<file path="src/design/sml_pkg.sv">
// Shared constants for the system-management command link
package sml_pkg;
    // Host opcodes
    localparam logic [7:0] OP_SYNC = 8'h00;
    localparam logic [7:0] OP_SERIAL = 8'h01;
    localparam logic [7:0] OP_NETADDR = 8'h02;
    localparam logic [7:0] OP_HWVER = 8'h03;
    localparam logic [7:0] OP_FWVER = 8'h04;
    localparam logic [7:0] OP_TMAX = 8'h05;
    localparam logic [7:0] OP_TMIN = 8'h06;
    localparam logic [7:0] OP_TNOW = 8'h07;
    localparam logic [7:0] OP_VARIANT = 8'h08;
    localparam logic [7:0] OP_PWRCYC = 8'h09;
    // Reply marker bytes
    localparam logic [7:0] ACK_BYTE = 8'h06;
    localparam logic [7:0] NACK_BYTE = 8'h15;
    localparam logic [7:0] SYNC_BYTE = 8'hA5;
    // Fixed firmware version
    localparam logic [7:0] FW_MAJOR = 8'h01;
    localparam logic [7:0] FW_MINOR = 8'h00;
    // Nonvolatile memory layout: base address and byte count
    localparam logic [7:0] EE_READ_CMD = 8'h03;
    localparam logic [7:0] EE_SERIAL_BASE = 8'h00;
    localparam logic [7:0] EE_NETADDR_BASE = 8'h04;
    localparam logic [7:0] EE_HWVER_BASE = 8'h0A;
    localparam logic [7:0] EE_TMAX_BASE = 8'h0C;
    localparam logic [7:0] EE_TMIN_BASE = 8'h0D;
    localparam logic [7:0] EE_VARIANT_BASE = 8'h0E;
    localparam logic [7:0] EE_PWRCYC_BASE = 8'h12;
    localparam logic [2:0] LEN_0 = 3'h0;
    localparam logic [2:0] LEN_1 = 3'h1;
    localparam logic [2:0] LEN_2 = 3'h2;
    localparam logic [2:0] LEN_4 = 3'h4;
    localparam logic [2:0] LEN_6 = 3'h6;
    // Serial memory frame: 16 bits out, 8 bits in
    localparam logic [4:0] EE_LAST_OUT_BIT = 5'h0F;
    localparam logic [4:0] EE_LAST_BIT = 5'h17;
    // Clock and timing
    localparam int CLK_PERIOD_NS = 20;
    localparam int LOOP_PERIOD_NS = 10_000_000;
    localparam int LOOP_CYCLES = LOOP_PERIOD_NS / CLK_PERIOD_NS;
    localparam int EE_HALF_NS = 1_000;
    localparam int EE_HALF_CYCLES = EE_HALF_NS / CLK_PERIOD_NS;
    // Housekeeping periods in loop passes
    localparam logic [9:0] HK_WDOG_PASSES = 10'h064;
    localparam logic [9:0] HK_TEMP_PASSES = 10'h0C8;
    localparam logic [9:0] HK_BATT_PASSES = 10'h1F4;
    localparam logic [9:0] HK_DISP_PASSES = 10'h032;
    localparam int HK_COUNT = 4;
    // Data source of a command
    typedef enum logic [1:0] {
        SRC_NONE = 2'b00,
        SRC_EE = 2'b01,
        SRC_FW = 2'b10,
        SRC_TEMP = 2'b11
    } sml_src_e;
    // Command engine states
    typedef enum logic [1:0] {
        ST_IDLE = 2'b00,
        ST_PUSH = 2'b01,
        ST_EE = 2'b10,
        ST_TEMP = 2'b11
    } sml_state_e;
endpackage : sml_pkg

</file>
<file path="src/design/sml_stream_if.sv">
// Byte stream between the command engine and the reply FIFO
`timescale 1ns/10ps
interface sml_stream_if;
    logic push_valid; // Engine offers a byte
    logic [7:0] push_data; // Byte offered
    logic push_ready; // FIFO has room
    logic flush; // Drop everything queued
    modport src (output push_valid, output push_data, output flush, input push_ready);
    modport sink (input push_valid, input push_data, input flush, output push_ready);
endinterface : sml_stream_if

</file>
<file path="src/design/sml_fifo.sv">
// Reply FIFO, parameterised width and depth
`timescale 1ns/10ps
module sml_fifo #(
    parameter int WIDTH = 8,
    parameter int DEPTH = 16
) (
    // Clock and reset
    input wire logic core_clk_i,
    input wire logic reset_i,
    // Filling side
    sml_stream_if.sink in_if,
    // Draining side
    output logic out_valid_o,
    output logic [WIDTH-1:0] out_data_o,
    input wire logic out_ready_i
);
    localparam int AW = $clog2(DEPTH);

    logic [WIDTH-1:0] mem_q [DEPTH]; // Storage
    logic [AW-1:0] wr_q, wr_d; // Write pointer
    logic [AW-1:0] rd_q, rd_d; // Read pointer
    logic [AW:0] cnt_q, cnt_d; // Fill level
    logic do_push; // Accepted write
    logic do_pop; // Accepted read

    // Honest flags from the fill level; push_ready also drops during flush
    assign in_if.push_ready = (cnt_q != (AW+1)'(DEPTH)) && !in_if.flush;
    assign out_valid_o = (cnt_q != '0);
    assign out_data_o = mem_q[rd_q];
    assign do_push = in_if.push_valid && in_if.push_ready;
    assign do_pop = out_valid_o && out_ready_i;

    //////////////////////////////////////////////////////////////////
    // Pointer next state; flush wins over everything
    always_comb
    begin
        wr_d = wr_q;
        rd_d = rd_q;
        cnt_d = cnt_q;
        if (in_if.flush)
        begin
            wr_d = '0;
            rd_d = '0;
            cnt_d = '0;
        end
        else
        begin
            if (do_push)
                wr_d = wr_q + 1'b1;
            if (do_pop)
                rd_d = rd_q + 1'b1;
            cnt_d = cnt_q + (AW+1)'(do_push) - (AW+1)'(do_pop);
        end
    end

    // Pointer registers
    always_ff @(posedge core_clk_i)
    begin
        if (reset_i)
        begin
            wr_q <= '0;
            rd_q <= '0;
            cnt_q <= '0;
        end
        else
        begin
            wr_q <= wr_d;
            rd_q <= rd_d;
            cnt_q <= cnt_d;
        end
    end

    // Storage write, no reset needed for data
    always_ff @(posedge core_clk_i)
    begin
        if (do_push)
            mem_q[wr_q] <= in_if.push_data;
    end
endmodule : sml_fifo

</file>
<file path="src/design/sml_cmd_link.sv">
// System-management command interpreter with housekeeping and merging
`timescale 1ns/10ps
module sml_cmd_link #(
    parameter int LOOP_CYCLES = sml_pkg::LOOP_CYCLES
) (
    // Clock and reset
    input wire logic core_clk_i,
    input wire logic reset_i,
    // Host command write port
    input wire logic cmd_wr_i,
    input wire logic [7:0] cmd_data_i,
    output logic cmd_ready_o,
    output logic cmd_drop_o,
    // Host reply read port
    output logic rsp_valid_o,
    output logic [7:0] rsp_data_o,
    input wire logic rsp_ready_i,
    // Serial nonvolatile memory
    output logic ee_cs_o,
    output logic ee_sck_o,
    output logic ee_dout_o,
    input wire logic ee_din_i,
    // Temperature sensor
    output logic temp_req_o,
    input wire logic temp_ack_i,
    input wire logic [7:0] temp_data_i,
    // Main loop and housekeeping
    output logic loop_pass_o,
    output logic [3:0] hk_pulse_o,
    // Keyboard (index 0) and pointer (index 1), internal and external sources
    input wire logic [1:0] int_valid_i,
    input wire logic [1:0][7:0] int_data_i,
    output logic [1:0] int_ready_o,
    input wire logic [1:0] ext_valid_i,
    input wire logic [1:0][7:0] ext_data_i,
    output logic [1:0] ext_ready_o,
    output logic [1:0] merged_valid_o,
    output logic [1:0][7:0] merged_data_o,
    // Status display
    input wire logic host_disp_valid_i,
    input wire logic [7:0] host_disp_char_i,
    output logic host_disp_ready_o,
    input wire logic ctl_disp_valid_i,
    input wire logic [7:0] ctl_disp_char_i,
    output logic disp_valid_o,
    output logic [7:0] disp_char_o
);
    //////////////////////////////////////////////////////////////////
    // Reply FIFO: decouples engine from host reads
    sml_stream_if rsp_if ();

    sml_fifo #(
        .WIDTH(8),
        .DEPTH(16)
    ) u_fifo (
        .core_clk_i(core_clk_i),
        .reset_i(reset_i),
        .in_if(rsp_if.sink),
        .out_valid_o(rsp_valid_o),
        .out_data_o(rsp_data_o),
        .out_ready_i(rsp_ready_i)
    );

    //////////////////////////////////////////////////////////////////
    // Command engine state
    sml_pkg::sml_state_e state_q, state_d; // Engine state
    sml_pkg::sml_src_e src_q, src_d; // Data source of current command
    logic [7:0] byte_q, byte_d; // Byte waiting to be queued
    logic [2:0] left_q, left_d; // Data bytes still to send
    logic [7:0] addr_q, addr_d; // Next memory address
    logic [15:0] sh_q, sh_d; // Outgoing memory frame
    logic [7:0] rx_q, rx_d; // Incoming memory byte
    logic [4:0] bit_q, bit_d; // Bit index within frame
    logic cs_q, cs_d; // Memory select
    logic sck_q, sck_d; // Memory clock
    logic drop_q, drop_d; // Refused write pulse
    logic flush_c; // Abort queued reply
    logic idle_c; // Ready for a new exchange
    sml_pkg::sml_src_e dec_src; // Decoded source
    logic [7:0] dec_base; // Decoded memory base
    logic [2:0] dec_len; // Decoded byte count
    logic dec_ok; // Opcode known

    // Memory clock divider and input synchroniser
    logic [5:0] div_q, div_d; // Half-period counter
    logic ee_tick; // One enable per half period
    logic din_s1_q, din_s2_q, din_s3_q; // Three-stage synchroniser
    logic din_q, din_d; // Agreed input level

    //////////////////////////////////////////////////////////////////
    // Opcode decode; no clock-chip opcode is accepted here
    always_comb
    begin
        dec_ok = 1'b1;
        dec_src = sml_pkg::SRC_EE;
        dec_base = sml_pkg::EE_SERIAL_BASE;
        dec_len = sml_pkg::LEN_4;
        case (cmd_data_i)
            sml_pkg::OP_SERIAL: dec_base = sml_pkg::EE_SERIAL_BASE;
            sml_pkg::OP_NETADDR:
            begin
                dec_base = sml_pkg::EE_NETADDR_BASE;
                dec_len = sml_pkg::LEN_6;
            end
            sml_pkg::OP_HWVER:
            begin
                dec_base = sml_pkg::EE_HWVER_BASE;
                dec_len = sml_pkg::LEN_2;
            end
            sml_pkg::OP_FWVER:
            begin
                dec_src = sml_pkg::SRC_FW;
                dec_len = sml_pkg::LEN_2;
            end
            sml_pkg::OP_TMAX:
            begin
                dec_base = sml_pkg::EE_TMAX_BASE;
                dec_len = sml_pkg::LEN_1;
            end
            sml_pkg::OP_TMIN:
            begin
                dec_base = sml_pkg::EE_TMIN_BASE;
                dec_len = sml_pkg::LEN_1;
            end
            sml_pkg::OP_TNOW:
            begin
                dec_src = sml_pkg::SRC_TEMP;
                dec_len = sml_pkg::LEN_1;
            end
            sml_pkg::OP_VARIANT: dec_base = sml_pkg::EE_VARIANT_BASE;
            sml_pkg::OP_PWRCYC: dec_base = sml_pkg::EE_PWRCYC_BASE;
            default:
            begin
                // Unknown opcode gets a lone refusal byte
                dec_ok = 1'b0;
                dec_src = sml_pkg::SRC_NONE;
                dec_len = sml_pkg::LEN_0;
            end
        endcase
    end

    // New exchange only once engine idle and reply fully read
    assign idle_c = (state_q == sml_pkg::ST_IDLE) && !rsp_valid_o;
    assign cmd_ready_o = idle_c;
    assign cmd_drop_o = drop_q;
    assign flush_c = cmd_wr_i && (cmd_data_i == sml_pkg::OP_SYNC);
    assign rsp_if.flush = flush_c;
    assign rsp_if.push_valid = (state_q == sml_pkg::ST_PUSH);
    assign rsp_if.push_data = byte_q;
    assign temp_req_o = (state_q == sml_pkg::ST_TEMP);
    assign ee_cs_o = cs_q;
    assign ee_sck_o = sck_q;
    assign ee_dout_o = sh_q[15];

    //////////////////////////////////////////////////////////////////
    // Engine next state
    always_comb
    begin
        state_d = state_q;
        src_d = src_q;
        byte_d = byte_q;
        left_d = left_q;
        addr_d = addr_q;
        sh_d = sh_q;
        rx_d = rx_q;
        bit_d = bit_q;
        cs_d = cs_q;
        sck_d = sck_q;
        drop_d = 1'b0;
        if (flush_c)
        begin
            // Sync aborts anything in flight and answers at once
            state_d = sml_pkg::ST_PUSH;
            byte_d = sml_pkg::SYNC_BYTE;
            left_d = sml_pkg::LEN_0;
            src_d = sml_pkg::SRC_NONE;
            cs_d = 1'b0;
            sck_d = 1'b0;
        end
        else
        begin
            // Overlapping command is refused, not queued; engine runs on
            drop_d = cmd_wr_i && !idle_c;
            case (state_q)
                sml_pkg::ST_IDLE:
                begin
                    if (cmd_wr_i && idle_c)
                    begin
                        // Ack or refusal always leads the reply
                        state_d = sml_pkg::ST_PUSH;
                        byte_d = dec_ok ? sml_pkg::ACK_BYTE : sml_pkg::NACK_BYTE;
                        src_d = dec_src;
                        left_d = dec_len;
                        addr_d = dec_base;
                    end
                end
                sml_pkg::ST_PUSH:
                begin
                    if (rsp_if.push_ready)
                    begin
                        if (left_q == sml_pkg::LEN_0)
                            state_d = sml_pkg::ST_IDLE;
                        else
                        begin
                            case (src_q)
                                sml_pkg::SRC_FW:
                                begin
                                    // Major goes first, minor last
                                    byte_d = (left_q == sml_pkg::LEN_2) ?
                                        sml_pkg::FW_MAJOR : sml_pkg::FW_MINOR;
                                    left_d = left_q - 1'b1;
                                end
                                sml_pkg::SRC_TEMP: state_d = sml_pkg::ST_TEMP;
                                sml_pkg::SRC_EE:
                                begin
                                    // Start a read frame, lowest address first
                                    state_d = sml_pkg::ST_EE;
                                    sh_d = {sml_pkg::EE_READ_CMD, addr_q};
                                    bit_d = '0;
                                    cs_d = 1'b1;
                                    sck_d = 1'b0;
                                end
                                default: state_d = sml_pkg::ST_IDLE;
                            endcase
                        end
                    end
                end
                sml_pkg::ST_TEMP:
                begin
                    // Hold request until the sensor answers
                    if (temp_ack_i)
                    begin
                        byte_d = temp_data_i;
                        left_d = left_q - 1'b1;
                        state_d = sml_pkg::ST_PUSH;
                    end
                end
                sml_pkg::ST_EE:
                begin
                    if (ee_tick)
                    begin
                        if (!sck_q)
                        begin
                            // Rising edge: sample the return line
                            sck_d = 1'b1;
                            if (bit_q > sml_pkg::EE_LAST_OUT_BIT)
                                rx_d = {rx_q[6:0], din_q};
                        end
                        else
                        begin
                            // Falling edge: next command bit out
                            sck_d = 1'b0;
                            sh_d = {sh_q[14:0], 1'b0};
                            bit_d = bit_q + 1'b1;
                            if (bit_q == sml_pkg::EE_LAST_BIT)
                            begin
                                // Bytes leave in address order, msb first
                                cs_d = 1'b0;
                                byte_d = rx_q;
                                left_d = left_q - 1'b1;
                                addr_d = addr_q + 1'b1;
                                state_d = sml_pkg::ST_PUSH;
                            end
                        end
                    end
                end
                default: state_d = sml_pkg::ST_IDLE;
            endcase
        end
    end

    // Engine registers
    always_ff @(posedge core_clk_i)
    begin
        if (reset_i)
        begin
            state_q <= sml_pkg::ST_IDLE;
            src_q <= sml_pkg::SRC_NONE;
            byte_q <= 8'h00;
            left_q <= sml_pkg::LEN_0;
            addr_q <= 8'h00;
            sh_q <= 16'h0000;
            rx_q <= 8'h00;
            bit_q <= 5'h00;
            cs_q <= 1'b0;
            sck_q <= 1'b0;
            drop_q <= 1'b0;
        end
        else
        begin
            state_q <= state_d;
            src_q <= src_d;
            byte_q <= byte_d;
            left_q <= left_d;
            addr_q <= addr_d;
            sh_q <= sh_d;
            rx_q <= rx_d;
            bit_q <= bit_d;
            cs_q <= cs_d;
            sck_q <= sck_d;
            drop_q <= drop_d;
        end
    end

    //////////////////////////////////////////////////////////////////
    // Memory clock divider and return-line filter
    assign ee_tick = (div_q == 6'(sml_pkg::EE_HALF_CYCLES - 1));

    always_comb
    begin
        div_d = ee_tick ? 6'h00 : div_q + 1'b1;
        // Accept a new level only when the late stages agree
        din_d = (din_s2_q == din_s3_q) ? din_s3_q : din_q;
    end

    always_ff @(posedge core_clk_i)
    begin
        if (reset_i)
        begin
            div_q <= 6'h00;
            din_s1_q <= 1'b0;
            din_s2_q <= 1'b0;
            din_s3_q <= 1'b0;
            din_q <= 1'b0;
        end
        else
        begin
            div_q <= div_d;
            din_s1_q <= ee_din_i;
            din_s2_q <= din_s1_q;
            din_s3_q <= din_s2_q;
            din_q <= din_d;
        end
    end

    //////////////////////////////////////////////////////////////////
    // Loop pass timer and housekeeping counters
    localparam int HK_N = sml_pkg::HK_COUNT; // Number of housekeeping jobs
    logic [19:0] pass_q, pass_d; // Cycles into this pass
    logic pass_c; // Pass boundary
    logic [HK_N-1:0][9:0] hk_q, hk_d; // Passes until next job
    logic [3:0] hk_p_q, hk_p_d; // Job trigger pulses
    logic pass_p_q; // Registered pass pulse
    localparam logic [3:0][9:0] HK_RELOAD = {sml_pkg::HK_DISP_PASSES,
        sml_pkg::HK_BATT_PASSES, sml_pkg::HK_TEMP_PASSES, sml_pkg::HK_WDOG_PASSES};

    // Pass ends at most one centisecond after it began
    assign pass_c = (pass_q == 20'(LOOP_CYCLES - 1));
    assign loop_pass_o = pass_p_q;
    assign hk_pulse_o = hk_p_q;

    always_comb
    begin
        pass_d = pass_c ? 20'h00000 : pass_q + 1'b1;
        hk_d = hk_q;
        hk_p_d = 4'h0;
        for (int i = 0; i < HK_N; i++)
        begin
            // Each pass counts every job down and fires on expiry
            if (pass_c)
            begin
                if (hk_q[i] == 10'h001)
                begin
                    hk_d[i] = HK_RELOAD[i];
                    hk_p_d[i] = 1'b1;
                end
                else
                    hk_d[i] = hk_q[i] - 1'b1;
            end
        end
    end

    always_ff @(posedge core_clk_i)
    begin
        if (reset_i)
        begin
            pass_q <= 20'h00000;
            hk_q <= HK_RELOAD;
            hk_p_q <= 4'h0;
            pass_p_q <= 1'b0;
        end
        else
        begin
            pass_q <= pass_d;
            hk_q <= hk_d;
            hk_p_q <= hk_p_d;
            pass_p_q <= pass_c;
        end
    end

    //////////////////////////////////////////////////////////////////
    // Input merge: alternate on contention so neither side starves
    logic [1:0] last_ext_q, last_ext_d; // Last grant went to external
    logic [1:0] mv_q, mv_d; // Merged valid
    logic [1:0][7:0] md_q, md_d; // Merged data
    logic [1:0] g_int, g_ext; // Grants this cycle

    always_comb
    begin
        last_ext_d = last_ext_q;
        md_d = md_q;
        for (int c = 0; c < 2; c++)
        begin
            g_int[c] = int_valid_i[c] && (!ext_valid_i[c] || last_ext_q[c]);
            g_ext[c] = ext_valid_i[c] && !g_int[c];
            mv_d[c] = g_int[c] || g_ext[c];
            if (g_int[c])
            begin
                md_d[c] = int_data_i[c];
                last_ext_d[c] = 1'b0;
            end
            else if (g_ext[c])
            begin
                md_d[c] = ext_data_i[c];
                last_ext_d[c] = 1'b1;
            end
        end
    end

    assign int_ready_o = g_int;
    assign ext_ready_o = g_ext;
    assign merged_valid_o = mv_q;
    assign merged_data_o = md_q;

    // Display: controller text stalls host text until it ends
    logic dv_q, dv_d; // Display strobe
    logic [7:0] dc_q, dc_d; // Display character

    always_comb
    begin
        dv_d = ctl_disp_valid_i || host_disp_valid_i;
        dc_d = ctl_disp_valid_i ? ctl_disp_char_i : host_disp_char_i;
    end

    assign host_disp_ready_o = !ctl_disp_valid_i;
    assign disp_valid_o = dv_q;
    assign disp_char_o = dc_q;

    always_ff @(posedge core_clk_i)
    begin
        if (reset_i)
        begin
            last_ext_q <= 2'h0;
            mv_q <= 2'h0;
            md_q <= '0;
            dv_q <= 1'b0;
            dc_q <= 8'h00;
        end
        else
        begin
            last_ext_q <= last_ext_d;
            mv_q <= mv_d;
            md_q <= md_d;
            dv_q <= dv_d;
            dc_q <= dc_d;
        end
    end
endmodule : sml_cmd_link

</file>
<file path="config.mk">
export PLATFORM = sky130hd
export DESIGN_NAME = sml_cmd_link
export DESIGN_NICKNAME = d
export VERILOG_FILES = /design/src/design/sml_pkg.sv /design/src/design/sml_stream_if.sv /design/src/design/sml_fifo.sv /design/src/design/sml_cmd_link.sv
export SDC_FILE = /design/constraint.sdc
export NUM_CORES = 1
export LEC_CHECK = 0
export BUFFER_PORTS_ARGS = -buffer_cell sky130_fd_sc_hd__buf_4
export CORE_ASPECT_RATIO = 1.2
export CORE_UTILIZATION = 50
export CTS_BUF_LIST = sky130_fd_sc_hd__clkbuf_8
export DETAILED_ROUTE_END_ITERATION = 12
export PLACE_DENSITY = 0.72
export SLEW_MARGIN = 20
export SYNTH_ARGS = -nofsm -noshare
export SYNTH_HDL_FRONTEND = slang
export SYNTH_SLANG_ARGS = --single-unit
</file>
<file path="constraint.sdc">
create_clock -name core_clk_i -period 3.2 [get_ports core_clk_i]
set_clock_uncertainty 0.15 [all_clocks]
set_input_delay 0.32 -clock core_clk_i [delete_from_list [all_inputs] [get_ports core_clk_i]]
set_output_delay 0.32 -clock core_clk_i [all_outputs]
set_load 0.05 [all_outputs]
</file>
# Word level (Yosys, flattened, before mapping)
# Memory sizes are Yosys's and may differ from the RTL's. A register that Yosys moved wholly into a read port is not among the register bits.
# Index checks and enable logic that the tools add are counted.
# word_totals
reg_bits	172
mem_bits_rw	128
word_cells	232
memories	1
# memory_table
memory	depth	width	rd	rd_clocked_by_memory_dff	write_ports	line	source
u_fifo.mem_q	16	8	1	1	1	sml_fifo.sv:19	logic [WIDTH-1:0] mem_q [DEPTH];
# op_classes
n_addsub	13
n_lt_le_gt_ge	1
n_eq_ne	44
muxes	82
bitwise_logic	3
n_reduce_logical	53
# op_table
cell	n
2-to-1 mux 8 bit	18
2-to-1 mux 16 bit	5
== test 10 x 1 -> 1 bit (second input constant)	4
2-to-1 mux 10 bit	4
subtractor 10 x 1 -> 10 bit (second input constant)	4
== test 8 x 3 -> 1 bit (second input constant)	4
case mux 16 bit (2 select lines)	1
case mux 8 bit (4 select lines)	1
2-to-1 mux 5 bit	6
case mux 5 bit (6 select lines)	1
AND reduction 7 bit	4
2-to-1 mux 3 bit	8
case mux 3 bit (4 select lines)	2
adder 20 x 1 -> 20 bit (second input constant)	1
== test 20 x 19 -> 1 bit (second input constant)	1
2-to-1 mux 1 bit	20
== test 8 x 2 -> 1 bit (second input constant)	2
== test 8 x 4 -> 1 bit (second input constant)	2
case mux 8 bit (2 select lines)	1
AND reduction 8 bit	2
2-to-1 mux 2 bit	7
inequality test 2 bit (second input constant)	7
OR reduction 2 bit	7
inequality test 3 bit (second input constant)	4
40 further kinds	80

# Depth between registers and ports, before layout
# Gate-level depths: netlist (run 1).
# logic_depth
depth_word	7
mapped_depth	12
depth_no_buf	11

# By module
# From an unflattened synthesis (run 1), not the netlist that was laid out.
# unflattened
hier_cells	1168
hier_area_um2	13212.7
# modules_own_cells
mod	n_inst	cells_per_inst	area_per_inst_um2
sml_cmd_link	1	856	7403.4
sml_fifo	1	312	5809.3

# Least setup slack after synthesis (run 1)
# No wires, ideal clock.
# synth_path
kind	input-to-reg
from	input port cmd_data_i[5]
to	register u_fifo.cnt_q[4]
arrival_ns	2.796
slack_ns	0.184
path_stages	10
n_path_buf	2
cell_sequence	or4_4 -> buf_6 -> o311a_1 -> clkbuf_1 -> ha_1 -> fa_1 -> a21oi_1 -> nor2_1 -> or3_1 -> a21oi_1
# synth_between
elab_chain_len	7
# synth_lines
element	line	source
start: declaration	sml_cmd_link.sv:11	input wire logic [7:0] cmd_data_i,
logical NOT 8 bit	sml_cmd_link.sv:146	assign flush_c = cmd_wr_i && (cmd_data_i == sml_pkg::OP_SYNC);
logical AND 1 bit	sml_cmd_link.sv:146	
logical NOT 1 bit	sml_fifo.sv:27	assign in_if.push_ready = (cnt_q != (AW+1)'(DEPTH)) && !in_if.flush;
logical AND 1 bit	sml_fifo.sv:27	
logical AND 1 bit	sml_fifo.sv:30	assign do_push = in_if.push_valid && in_if.push_ready;
net u_fifo.do_push	sml_fifo.sv:23	logic do_push;
adder 5 x 1 -> 5 bit	sml_fifo.sv:52	cnt_d = cnt_q + (AW+1)'(do_push) - (AW+1)'(do_pop);
subtractor 5 x 1 -> 5 bit	sml_fifo.sv:52	
end signal: assignment	sml_fifo.sv:69	cnt_q <= cnt_d;
end: declaration	sml_fifo.sv:22	logic [AW:0] cnt_q, cnt_d;
# The timed path passes the listed nets, and every way through them passes these cells.
# A chain may end at the register's enable or synchronous reset.

# Final worst setup path (run 1)
# layout_path
from	input port cmd_data_i[0]
to	register u_fifo.cnt_q[4]
# layout_between
elab_chain_len	7
# layout_lines
element	line
logical NOT 8 bit *	sml_cmd_link.sv:146
logical AND 1 bit *	sml_cmd_link.sv:146
logical NOT 1 bit	sml_fifo.sv:27
logical AND 1 bit	sml_fifo.sv:27
logical AND 1 bit	sml_fifo.sv:30
adder 5 x 1 -> 5 bit	sml_fifo.sv:52
subtractor 5 x 1 -> 5 bit	sml_fifo.sv:52
# Mark *: on every way between the ends. The rest lies on a longest branch, timed or not.

==> results.toml, run 1 <==
[yosys]
yosys_warnings = 0
yosys.area_share.simple_pct = 17.2
synth_compound_area_share_pct = 8.28
syn-num-nets = 1259
synth_top_area_share_pct = 29.1
syn_area_mm2 = 0.0132
synth-xor-area-share_pct = 3.38
synthMostInstantiatedCell = "dfxtp_1"
synthAdderAreaFrac_pct = 2.71
synth_edf_count = 128
synthFlopType = "dfxtp_1"
synth-seq-cells = 304
synth_top_family_by_area = "simple AND/OR/NAND/NOR gates"
ys_seq_area_share_pct = 55.7
synthArstFlopShare_pct = 0
synthMuxAreaShare_pct = 9.79
yosysTopAreaCell = "edfxtp_1"
synthDistinctLibCells = 74
synth_area_per_cell_um2 = 11.4
syn_inst = 1155
synth.top_cells.by_count = "176 x dfxtp_1, 149 x nor2_1, 128 x edfxtp_1, 62 x nand2_1, 44 x a21oi_1"
synth_top_cells_by_area = "edfxtp_1 29%, dfxtp_1 27%, mux4_2 6.8%"

[worst_setup_path]
path_class = "in2reg"
worstPathRequired_ps = 3550
arrival_ps = 3360
crit_fanout = 13
critPathCaptureType = "flop"
start_kind = "input pin"

[cts]
cts_tree = "yes"
cts.sinks = 304
clockBufferDepth = 3
cts.clk_slew.worst_paths_ps = 60
numCtsBuffers = 47
htreeDepth = 2
cts_root_buf = "clkbuf_8"
insertion_delay_ps = 600
cts_setup_buffers = 0

[detailed_routing]
first_pass_iters = 5
viasPerCell = 5.52
ant_nets = 0
drc = 0
avgRoutedWirePerCell_um = 16.7
vias = 9640
initialDrtViolationCount = 441
routed_wl_mm = 29.2

[sta]
final_max_slew_viol_count = 0
fmax_mhz = 333
hold_viol = 0
slew_headroom_pct = 35.0
setup_viol = 0
period_minus_slack_ps = 3000
hold_slack_ps = 56.6
finalCritPeriodShare_pct = 93.9
setup_tns_ps = 0
worst_slew_pin_slew_ps = 971
grt_setup_unrepaired = "no"

[placement]
hpwl_mm = 18.7
routabilityCongestion = 0.827
port_buffers = 127

[floorplan]
rows = 64
initial_utilization_pct = 51.4
die_x_um = 150
ios = 128
chipHeight_um = 180
core_area_mm2 = 0.0257
fp.dieArea_mm2 = 0.0271

[grt]
grt_overflow = 0
grt_max_degree = 43
gr-usage-all-layers_pct = 22.3
grt_pass1_vias = 9859
grt_pass1_wl_mm = 48.1
grt_antenna_before_repair = 0

[layout]
fillers = 1959
area_delta_synth_final_pct = 23.5
layout-drive-gt1-share_pct = 21.0
n_antenna_cell = 0
final_net_count = 1484

[hold_path]
min_path_type = "in2reg"

[pwr]
power_density_mw_per_mm2 = 609
p_leak_uw = 0.00619
ir_drop_v = 0.000305

[run]
maxCapViolations = 0

[outcome]
status = "complete, no violations"
state kept, by name, summed over array words and instances (netlist names), 2 cells and up, named ones only:
name,cells
u_fifo.mem_q,128
hk_q,40
pass_q,20
merged_data_o,16
sh_q,16
addr_q,8
byte_q,8
disp_char_o,8
rx_q,8
div_q,6
bit_q,5
u_fifo.cnt_q,5
hk_pulse_o,4
u_fifo.rd_q,4
u_fifo.wr_q,4
left_q,3
last_ext_q,2
merged_valid_o,2
src_q,2
state_q,2
where the power goes:
| part | switching (uW) | total (uW) | internal, uW |
|---|---|---|---|
| Clock | 1530 | 3310 | 1780 |
| Sequential | 182 | 4470 | 4290 |
| Combinational | 1220 | 2150 | 928 |
layer usage:
metal / up-vias / wire length (um) / global-route usage (%)
met4: 0 / 665 / 7.39
met5: - / 0 / 0
met3: 56 / 1320 / 3.95
met1: 4633 / 12100 / 26.2
li1: 4722 / - / -
met2: 229 / 15100 / 40.4
critical path, stage by stage:
cell,delay (ps)
dlygate4sd3_1,530
buf_4,180
or4b_1,620
o311a_1,360
ha_1,230
fa_1,410
a21oi_1,160
nor2_1,60
or3_1,340
a21oi_1,130
cell type report:
| class | instances | area (um^2) | area share, % |
|---|---|---|---|
| flip-flops and latches | 304 | 7370 | 45.1 |
| multi-input cells | 757 | 5470 | 33.5 |
| repair buffers | 234 | 1950 | 12.0 |
| clock buffers | 60 | 826 | 5.06 |
| well taps | 330 | 413 | 2.53 |
| clock inverters | 26 | 158 | 0.966 |
| inverters | 36 | 135 | 0.828 |
cell usage in the layout, fill, tap and decap left out, types with 4 or more instances in the layout:
| master | count |
|---|---|
| a211oi_1 | 27 |
| a21oi_1 | 44 |
| a311oi_1 | 8 |
| a31oi_1 | 9 |
| and2_1 | 6 |
| and3_1 | 15 |
| and4_1 | 4 |
| buf_4 | 159 |
| clkbuf_8 | 60 |
| clkinv_1 | 4 |
| clkinv_2 | 7 |
| dfxtp_1 | 175 |
| dlygate4sd3_1 | 74 |
| edfxtp_1 | 128 |
| ha_1 | 27 |
| inv_1 | 45 |
| mux2i_1 | 37 |
| mux4_2 | 40 |
| nand2_1 | 62 |
| nand2b_1 | 21 |
| nand3_1 | 37 |
| nand3b_1 | 8 |
| nand4_1 | 13 |
| nand4b_1 | 5 |
| nor2_1 | 149 |
| nor2b_1 | 6 |
| nor3_1 | 40 |
| nor3b_1 | 4 |
| nor4_1 | 13 |
| nor4b_1 | 7 |
| o21ai_0 | 38 |
| o31ai_1 | 5 |
| or3_1 | 15 |
| or4_1 | 4 |
| xnor2_1 | 25 |
| xor2_1 | 26 |
path summary, 6_finish.rpt:
path         depth (start not counted)         endpoint       startpoint  slack [ps]
max                                 10  u_fifo.cnt_q[4]    cmd_data_i[0]         200
max reg2reg                         11  u_fifo.cnt_q[4]  u_fifo.cnt_q[2]         340
min                                  4        byte_q[3]   temp_data_i[3]          60
min reg2reg                          1        pass_q[0]        pass_q[0]         290
kinds of logic after synthesis:
kind of cell	count (synthesis)
AOI/OAI and AO/OA	165
xor gates and xnor gates	51
adders and majority gates	28
buffers and inverters	94
DFF	304
muxes	79
and+or+nand+nor	434
repair_timing:
item | CTS | global route
hold buffers | 74 | 0
endpoints found under the hold margin | 57 | 0
gates resized for setup | 0 | 0
metrics by stage:
step	power, uW	utilization, %	setup WS (ps)	std cells	area [um^2]
floorplan	6010	-	184	1155	13200
global placement	6590	56.8	185	1587	14600
detailed placement	6630	56.8	188	1587	14600
CTS	10000	63.5	189	1747	16300
global route	10400	63.5	63.9	1747	16300
finish	9930	63.5	197	1747	16300
Note: power is estimated with default switching activity, not from simulation.
==> inputs of run 2 (changes only) <==
--- a/config.mk
+++ b/config.mk
@@ -11,6 +11,7 @@
 export CTS_BUF_LIST = sky130_fd_sc_hd__clkbuf_8
 export DETAILED_ROUTE_END_ITERATION = 12
 export PLACE_DENSITY = 0.72
+export REMOVE_ABC_BUFFERS = 1
 export SLEW_MARGIN = 20
 export SYNTH_ARGS = -nofsm -noshare
 export SYNTH_HDL_FRONTEND = slang
==> run 2 against run 1 <==
Critical path depth decreased by 6. Global-route usage increased by 0.16 points. Worst hold slack got worse by 35 ps. Sequential share of layout area increased by 0.14 points. Non-clock buffer count decreased by 3. Critical path type is now reg2out. Setup slack improved by 47 ps. Largest cell class unchanged. Register-to-register slack got worse by 80 ps. Cell area decreased by 0.31%. Routed wire length increased by 1.1%. Clock power about the same. Flip-flop and latch count unchanged.
==> results.toml, run 2 (synthesized netlist as in run 1, its figures left out) <==
[detailed_routing]
wl_met2_mm = 15.1
ant_nets = 0
dr.max_layer_used = "met4"
drc = 0
viasPerCell = 5.53
wl_met1_mm = 12.6
avgRoutedWirePerCell_um = 16.9
first_pass_iters = 5
vias = 9644
dr_wl_met3_mm = 1.18
initialDrtViolationCount = 557
routed_wl_mm = 29.5

[layout]
fillers = 1994
final_net_count = 1481
largest-register = "u_fifo.mem_q"
layout_common_cells = "175 x dfxtp_1, 166 x buf_4, 149 x nor2_1"
multi_input_area_mm2 = 0.00547
final_common_cell = "dfxtp_1"
area_delta_synth_final_pct = 23.2
regArea_mm2 = 0.00737
layout-drive-gt1-share_pct = 21.0
layout.cells.non_filler = 1745
final_area_mm2 = 0.0163
n_antenna_cell = 0
top_regs = "u_fifo.mem_q (128), hk_q (40), pass_q (20)"
largest_reg_flops = 128

[grt]
grt_overflow = 0
gr-usage-all-layers_pct = 22.5
grt_max_degree = 44
grt_pass1_wl_mm = 48.4
grt_antenna_before_repair = 0
grt_pass1_vias = 9682

[sta]
worst_slew_pin_slew_ps = 900
grt_setup_unrepaired = "no"
slew_headroom_pct = 39.5
setup_viol = 0
period_minus_slack_ps = 2960
finalCritPeriodShare_pct = 92.4
hold_viol = 0
fmax_mhz = 338
final_max_slew_viol_count = 0

[cts]
cts_root_buf = "clkbuf_8"
cts.clk_slew.worst_paths_ps = 70
cts_tree = "yes"
cts.sinks = 304
holdBufCountCts = 64
clockBufferDepth = 3
cts.repair.resized = 0
htreeDepth = 2
cts_setup_buffers = 0
numCtsBuffers = 47
insertion_delay_ps = 570

[worst_setup_path]
start_kind = "flop"
crit_fanout = 32
cpMostUsedCell = "mux4_2"
critPathMaxStageDelay_ps = 590
path_class = "reg2out"
critPathCaptureType = "output port"
worstPathRequired_ps = 2730
worstPathCellList = "buf_12 -> mux4_2 -> mux4_2 -> buf_4"
timing.critical_path.buf_inv = 2
critPathTopFamily = "multiplexers"
arrival_ps = 2490
slowest_stage = "mux4_2"

[pwr]
power_density_mw_per_mm2 = 612
ir_drop_v = 0.000568
p_leak_uw = 0.00622
power.total_uw = 9970

[floorplan]
initial_utilization_pct = 51.4
fp.dieArea_mm2 = 0.0271
ios = 128
core_area_mm2 = 0.0257
rows = 64
chipHeight_um = 180
die_x_um = 150

[placement]
port_buffers = 127
dp.cells = 1594
dpl-instance-area_mm2 = 0.0147
hpwl_mm = 18.9
routabilityCongestion = 0.800

[outcome]
status = "complete, no violations"

[run]
maxCapViolations = 0

[hold_path]
min_path_type = "in2reg"
run 2: final cells by class:
class                      instances  area share [%]
clock buffer                      58            4.90
multi-input combinational        757            33.6
inverter                          36           0.830
sequential                       304            45.3
tap                              330            2.54
timing repair buffer             231            11.7
clock inverter                    29            1.12
run 2: routing by layer:
| layer | GRT usage, % | up-vias |
|---|---|---|
| li1 | - | 4710 |
| met1 | 28.2 | 4681 |
| met2 | 39.2 | 194 |
| met3 | 3.47 | 59 |
| met4 | 7.39 | 0 |
| met5 | 0 | - |
run 2: worst paths after layout:
check / from / to / slack [ps] / cells past startpoint
worst min register to register: din_s1_q / din_s2_q / 300 / 1
worst min-delay path: cmd_data_i[0] / addr_q[4] / 20 / 3
worst max-delay path: flop / rsp_data_o[1] / 240 / 4
worst max register to register: u_fifo.cnt_q[2] / u_fifo.cnt_q[4] / 260 / 10
run 2: through the flow:
stage          setup TNS (ps)  setup slack (ps)  hold WS [ps]  util (%)
2_1_floorplan          -10280              -588           236         -
3_3_place_gp                0               237           284      57.0
3_5_place_dp                0               228           293      57.0
4_1_cts                     0               192         0.598      63.3
5_1_grt                     0               161          46.5      63.3
6_report                    0               243          21.6      63.3
run 2: where the power goes:
part           switching, uW  leakage [uW]  internal (uW)
Combinational           1260       0.00291            918
Sequential               192       0.00272           4290
Clock                   1500      0.000584           1810
run 2: worst reg2reg max path, delay by kind of cell, from the launching register on:
family	cells	cell delay (ps)
AO/OA/AOI/OAI	3	500
adder cells (fa/ha/maj)	3	810
buffers and inverters	1	90
flip-flops	1	310
AND/OR/NAND/NOR	3	1010
==> inputs of run 3 (changes only) <==
--- a/config.mk
+++ b/config.mk
@@ -7,12 +7,11 @@
 export LEC_CHECK = 0
 export BUFFER_PORTS_ARGS = -buffer_cell sky130_fd_sc_hd__buf_4
 export CORE_ASPECT_RATIO = 1.2
-export CORE_UTILIZATION = 50
+export CORE_UTILIZATION = 55
 export CTS_BUF_LIST = sky130_fd_sc_hd__clkbuf_8
 export DETAILED_ROUTE_END_ITERATION = 12
-export PLACE_DENSITY = 0.72
+export PLACE_DENSITY = 0.78
 export REMOVE_ABC_BUFFERS = 1
-export SLEW_MARGIN = 20
 export SYNTH_ARGS = -nofsm -noshare
 export SYNTH_HDL_FRONTEND = slang
 export SYNTH_SLANG_ARGS = --single-unit
==> run 3 against run 2 <==
Worst hold slack better by 15 ps. First-iteration DRC count down 4.5%. Clock power about the same. Via count rose by 1.1%. Maximum frequency down 2.9%. Die area is 9.0% lower. Setup slack worse by 89 ps.
==> results.toml, run 3 (synthesized netlist as in run 1, its figures left out) <==
[placement]
hpwl_mm = 19.2
routabilityCongestion = 0.858
port_buffers = 127

[layout]
fillers = 1653
top_regs = "u_fifo.mem_q (128), hk_q (40), pass_q (20)"
final_net_count = 1472
largest_reg_flops = 128
layout-drive-gt1-share_pct = 20.7
layout_common_cells = "175 x dfxtp_1, 158 x buf_4, 149 x nor2_1"
final_common_cell = "dfxtp_1"
area_delta_synth_final_pct = 22.5
n_antenna_cell = 0
largest-register = "u_fifo.mem_q"

[worst_setup_path]
arrival_ps = 2580
path_class = "reg2out"
slowest_stage = "mux4_2"
worstPathCellList = "buf_4 -> mux4_2 -> mux4_2 -> buf_4"
crit_fanout = 12
critPathCaptureType = "output port"
start_kind = "flop"
timing.critical_path.buf_inv = 2
critPathTopFamily = "multiplexers"
worstPathRequired_ps = 2730
critPathMaxStageDelay_ps = 540

[pwr]
p_seq_share_pct = 45.4
p_leak_uw = 0.00613
power.share.combinational_pct = 21.6
intPower_uw = 7030
ir_drop_v = 0.000450
switching_share_pct = 29.4
power.total_uw = 9950
clkPwrFrac_pct = 33.0
power_density_mw_per_mm2 = 615
p_switching_uw = 2920

[cts]
cts_tree = "yes"
clockBufferDepth = 3
cts.sinks = 304
numCtsBuffers = 46
cts_root_buf = "clkbuf_8"
cts.clk_slew.worst_paths_ps = 60
insertion_delay_ps = 570
htreeDepth = 2

[floorplan]
die_x_um = 144
fp.dieArea_mm2 = 0.0247
rows = 61
core_area_mm2 = 0.0234
ios = 128
chipHeight_um = 172
initial_utilization_pct = 56.6

[grt]
grt_antenna_before_repair = 0
grt_pass1_wl_mm = 49.1
gr-usage-all-layers_pct = 25.5
grt_pass1_vias = 9766
grt_overflow = 0
grt_max_degree = 39

[detailed_routing]
viasPerCell = 5.68
routed_wl_mm = 30.0
drc = 0
initialDrtViolationCount = 532
ant_nets = 0
vias = 9753
first_pass_iters = 5
avgRoutedWirePerCell_um = 17.5

[outcome]
status = "complete, no violations"

[sta]
setup_tns_ps = 0
grt_setup_unrepaired = "no"
worst_slew_pin_slew_ps = 917
finalCritPeriodShare_pct = 95.2
final_max_slew_viol_count = 0
setup_viol = 0
period_minus_slack_ps = 3050
slew_headroom_pct = 38.6
hold_viol = 0
fmax_mhz = 328

[hold_path]
min_path_type = "in2reg"

[run]
maxCapViolations = 0
-- run 3: cell count changes in the layout (fill, tap and decap cells not counted), sizes merged --
cell      delta
buf          -8
clkinvlp     +3
clkbuf       -3
inv          -9
bufinv       +1
clkinv       +4
-- run 3: metal layers --
metal | wire [um] | global-route usage, % | vias up
met5 | 0 | 0 | -
met1 | 12300 | 30.9 | 4761
met4 | 1030 | 11.4 | 0
met2 | 15600 | 44.7 | 226
met3 | 1100 | 3.84 | 74
li1 | - | - | 4692
-- run 3: what timing repair did --
| action | 4_1_cts | 5_1_grt |
|---|---|---|
| hold buffers | 63 | 1 |
| resized for setup | 1 | 0 |
| hold endpoints to repair | 45 | 1 |
| setup buffers | 0 | 0 |
| setup endpoints to repair | 5 | 0 |
-- run 3: cell type report --
class	count	area, um^2	share of cell area [%]
clock buffers	55	757	4.68
inverters	36	135	0.835
repair buffers	223	1850	11.4
multi-input cells	757	5470	33.8
well taps	315	394	2.44
flip-flops and latches	304	7370	45.5
clock inverters	28	208	1.28
-- run 3: worst paths after layout --
path	from	to	slack, ps	cells past startpoint
max	flop	rsp_data_o[2]	150	4
min	cmd_data_i[0]	addr_q[4]	40	3
max reg2reg	u_fifo.cnt_q[2]	u_fifo.cnt_q[4]	290	10
min reg2reg	pass_q[0]	pass_q[0]	300	1
-- run 3: power by group through the flow --
stage | Combinational (uW) | Clock (uW) | Sequential (uW)
6_report | 2150 | 3290 | 4520
3_5_place_dp | 2060 | 0 | 4590
2_1_floorplan | 1230 | 0 | 4710
4_1_cts | 2140 | 3310 | 4510
3_3_place_gp | 2010 | 0 | 4580
5_1_grt | 2320 | 3520 | 4550
-- run 3: metrics by stage --
stage	hold slack (ps)	setup slack, ps	utilization (%)	area [um^2]	instances
final	36.2	154	69.3	16200	1718
after CTS	0.856	102	69.2	16200	1717
after detailed placement	284	175	62.4	14600	1571
after global placement	270	235	62.4	14600	1571
after floorplan	236	-588	-	13000	1097
after global routing	33.3	26.8	69.3	16200	1718
-- run 3: tightest hold or removal path, delay by kind of cell --
family | cells | cell delay [ps]
compound gates | 2 | 210
buf+inv | 1 | 150
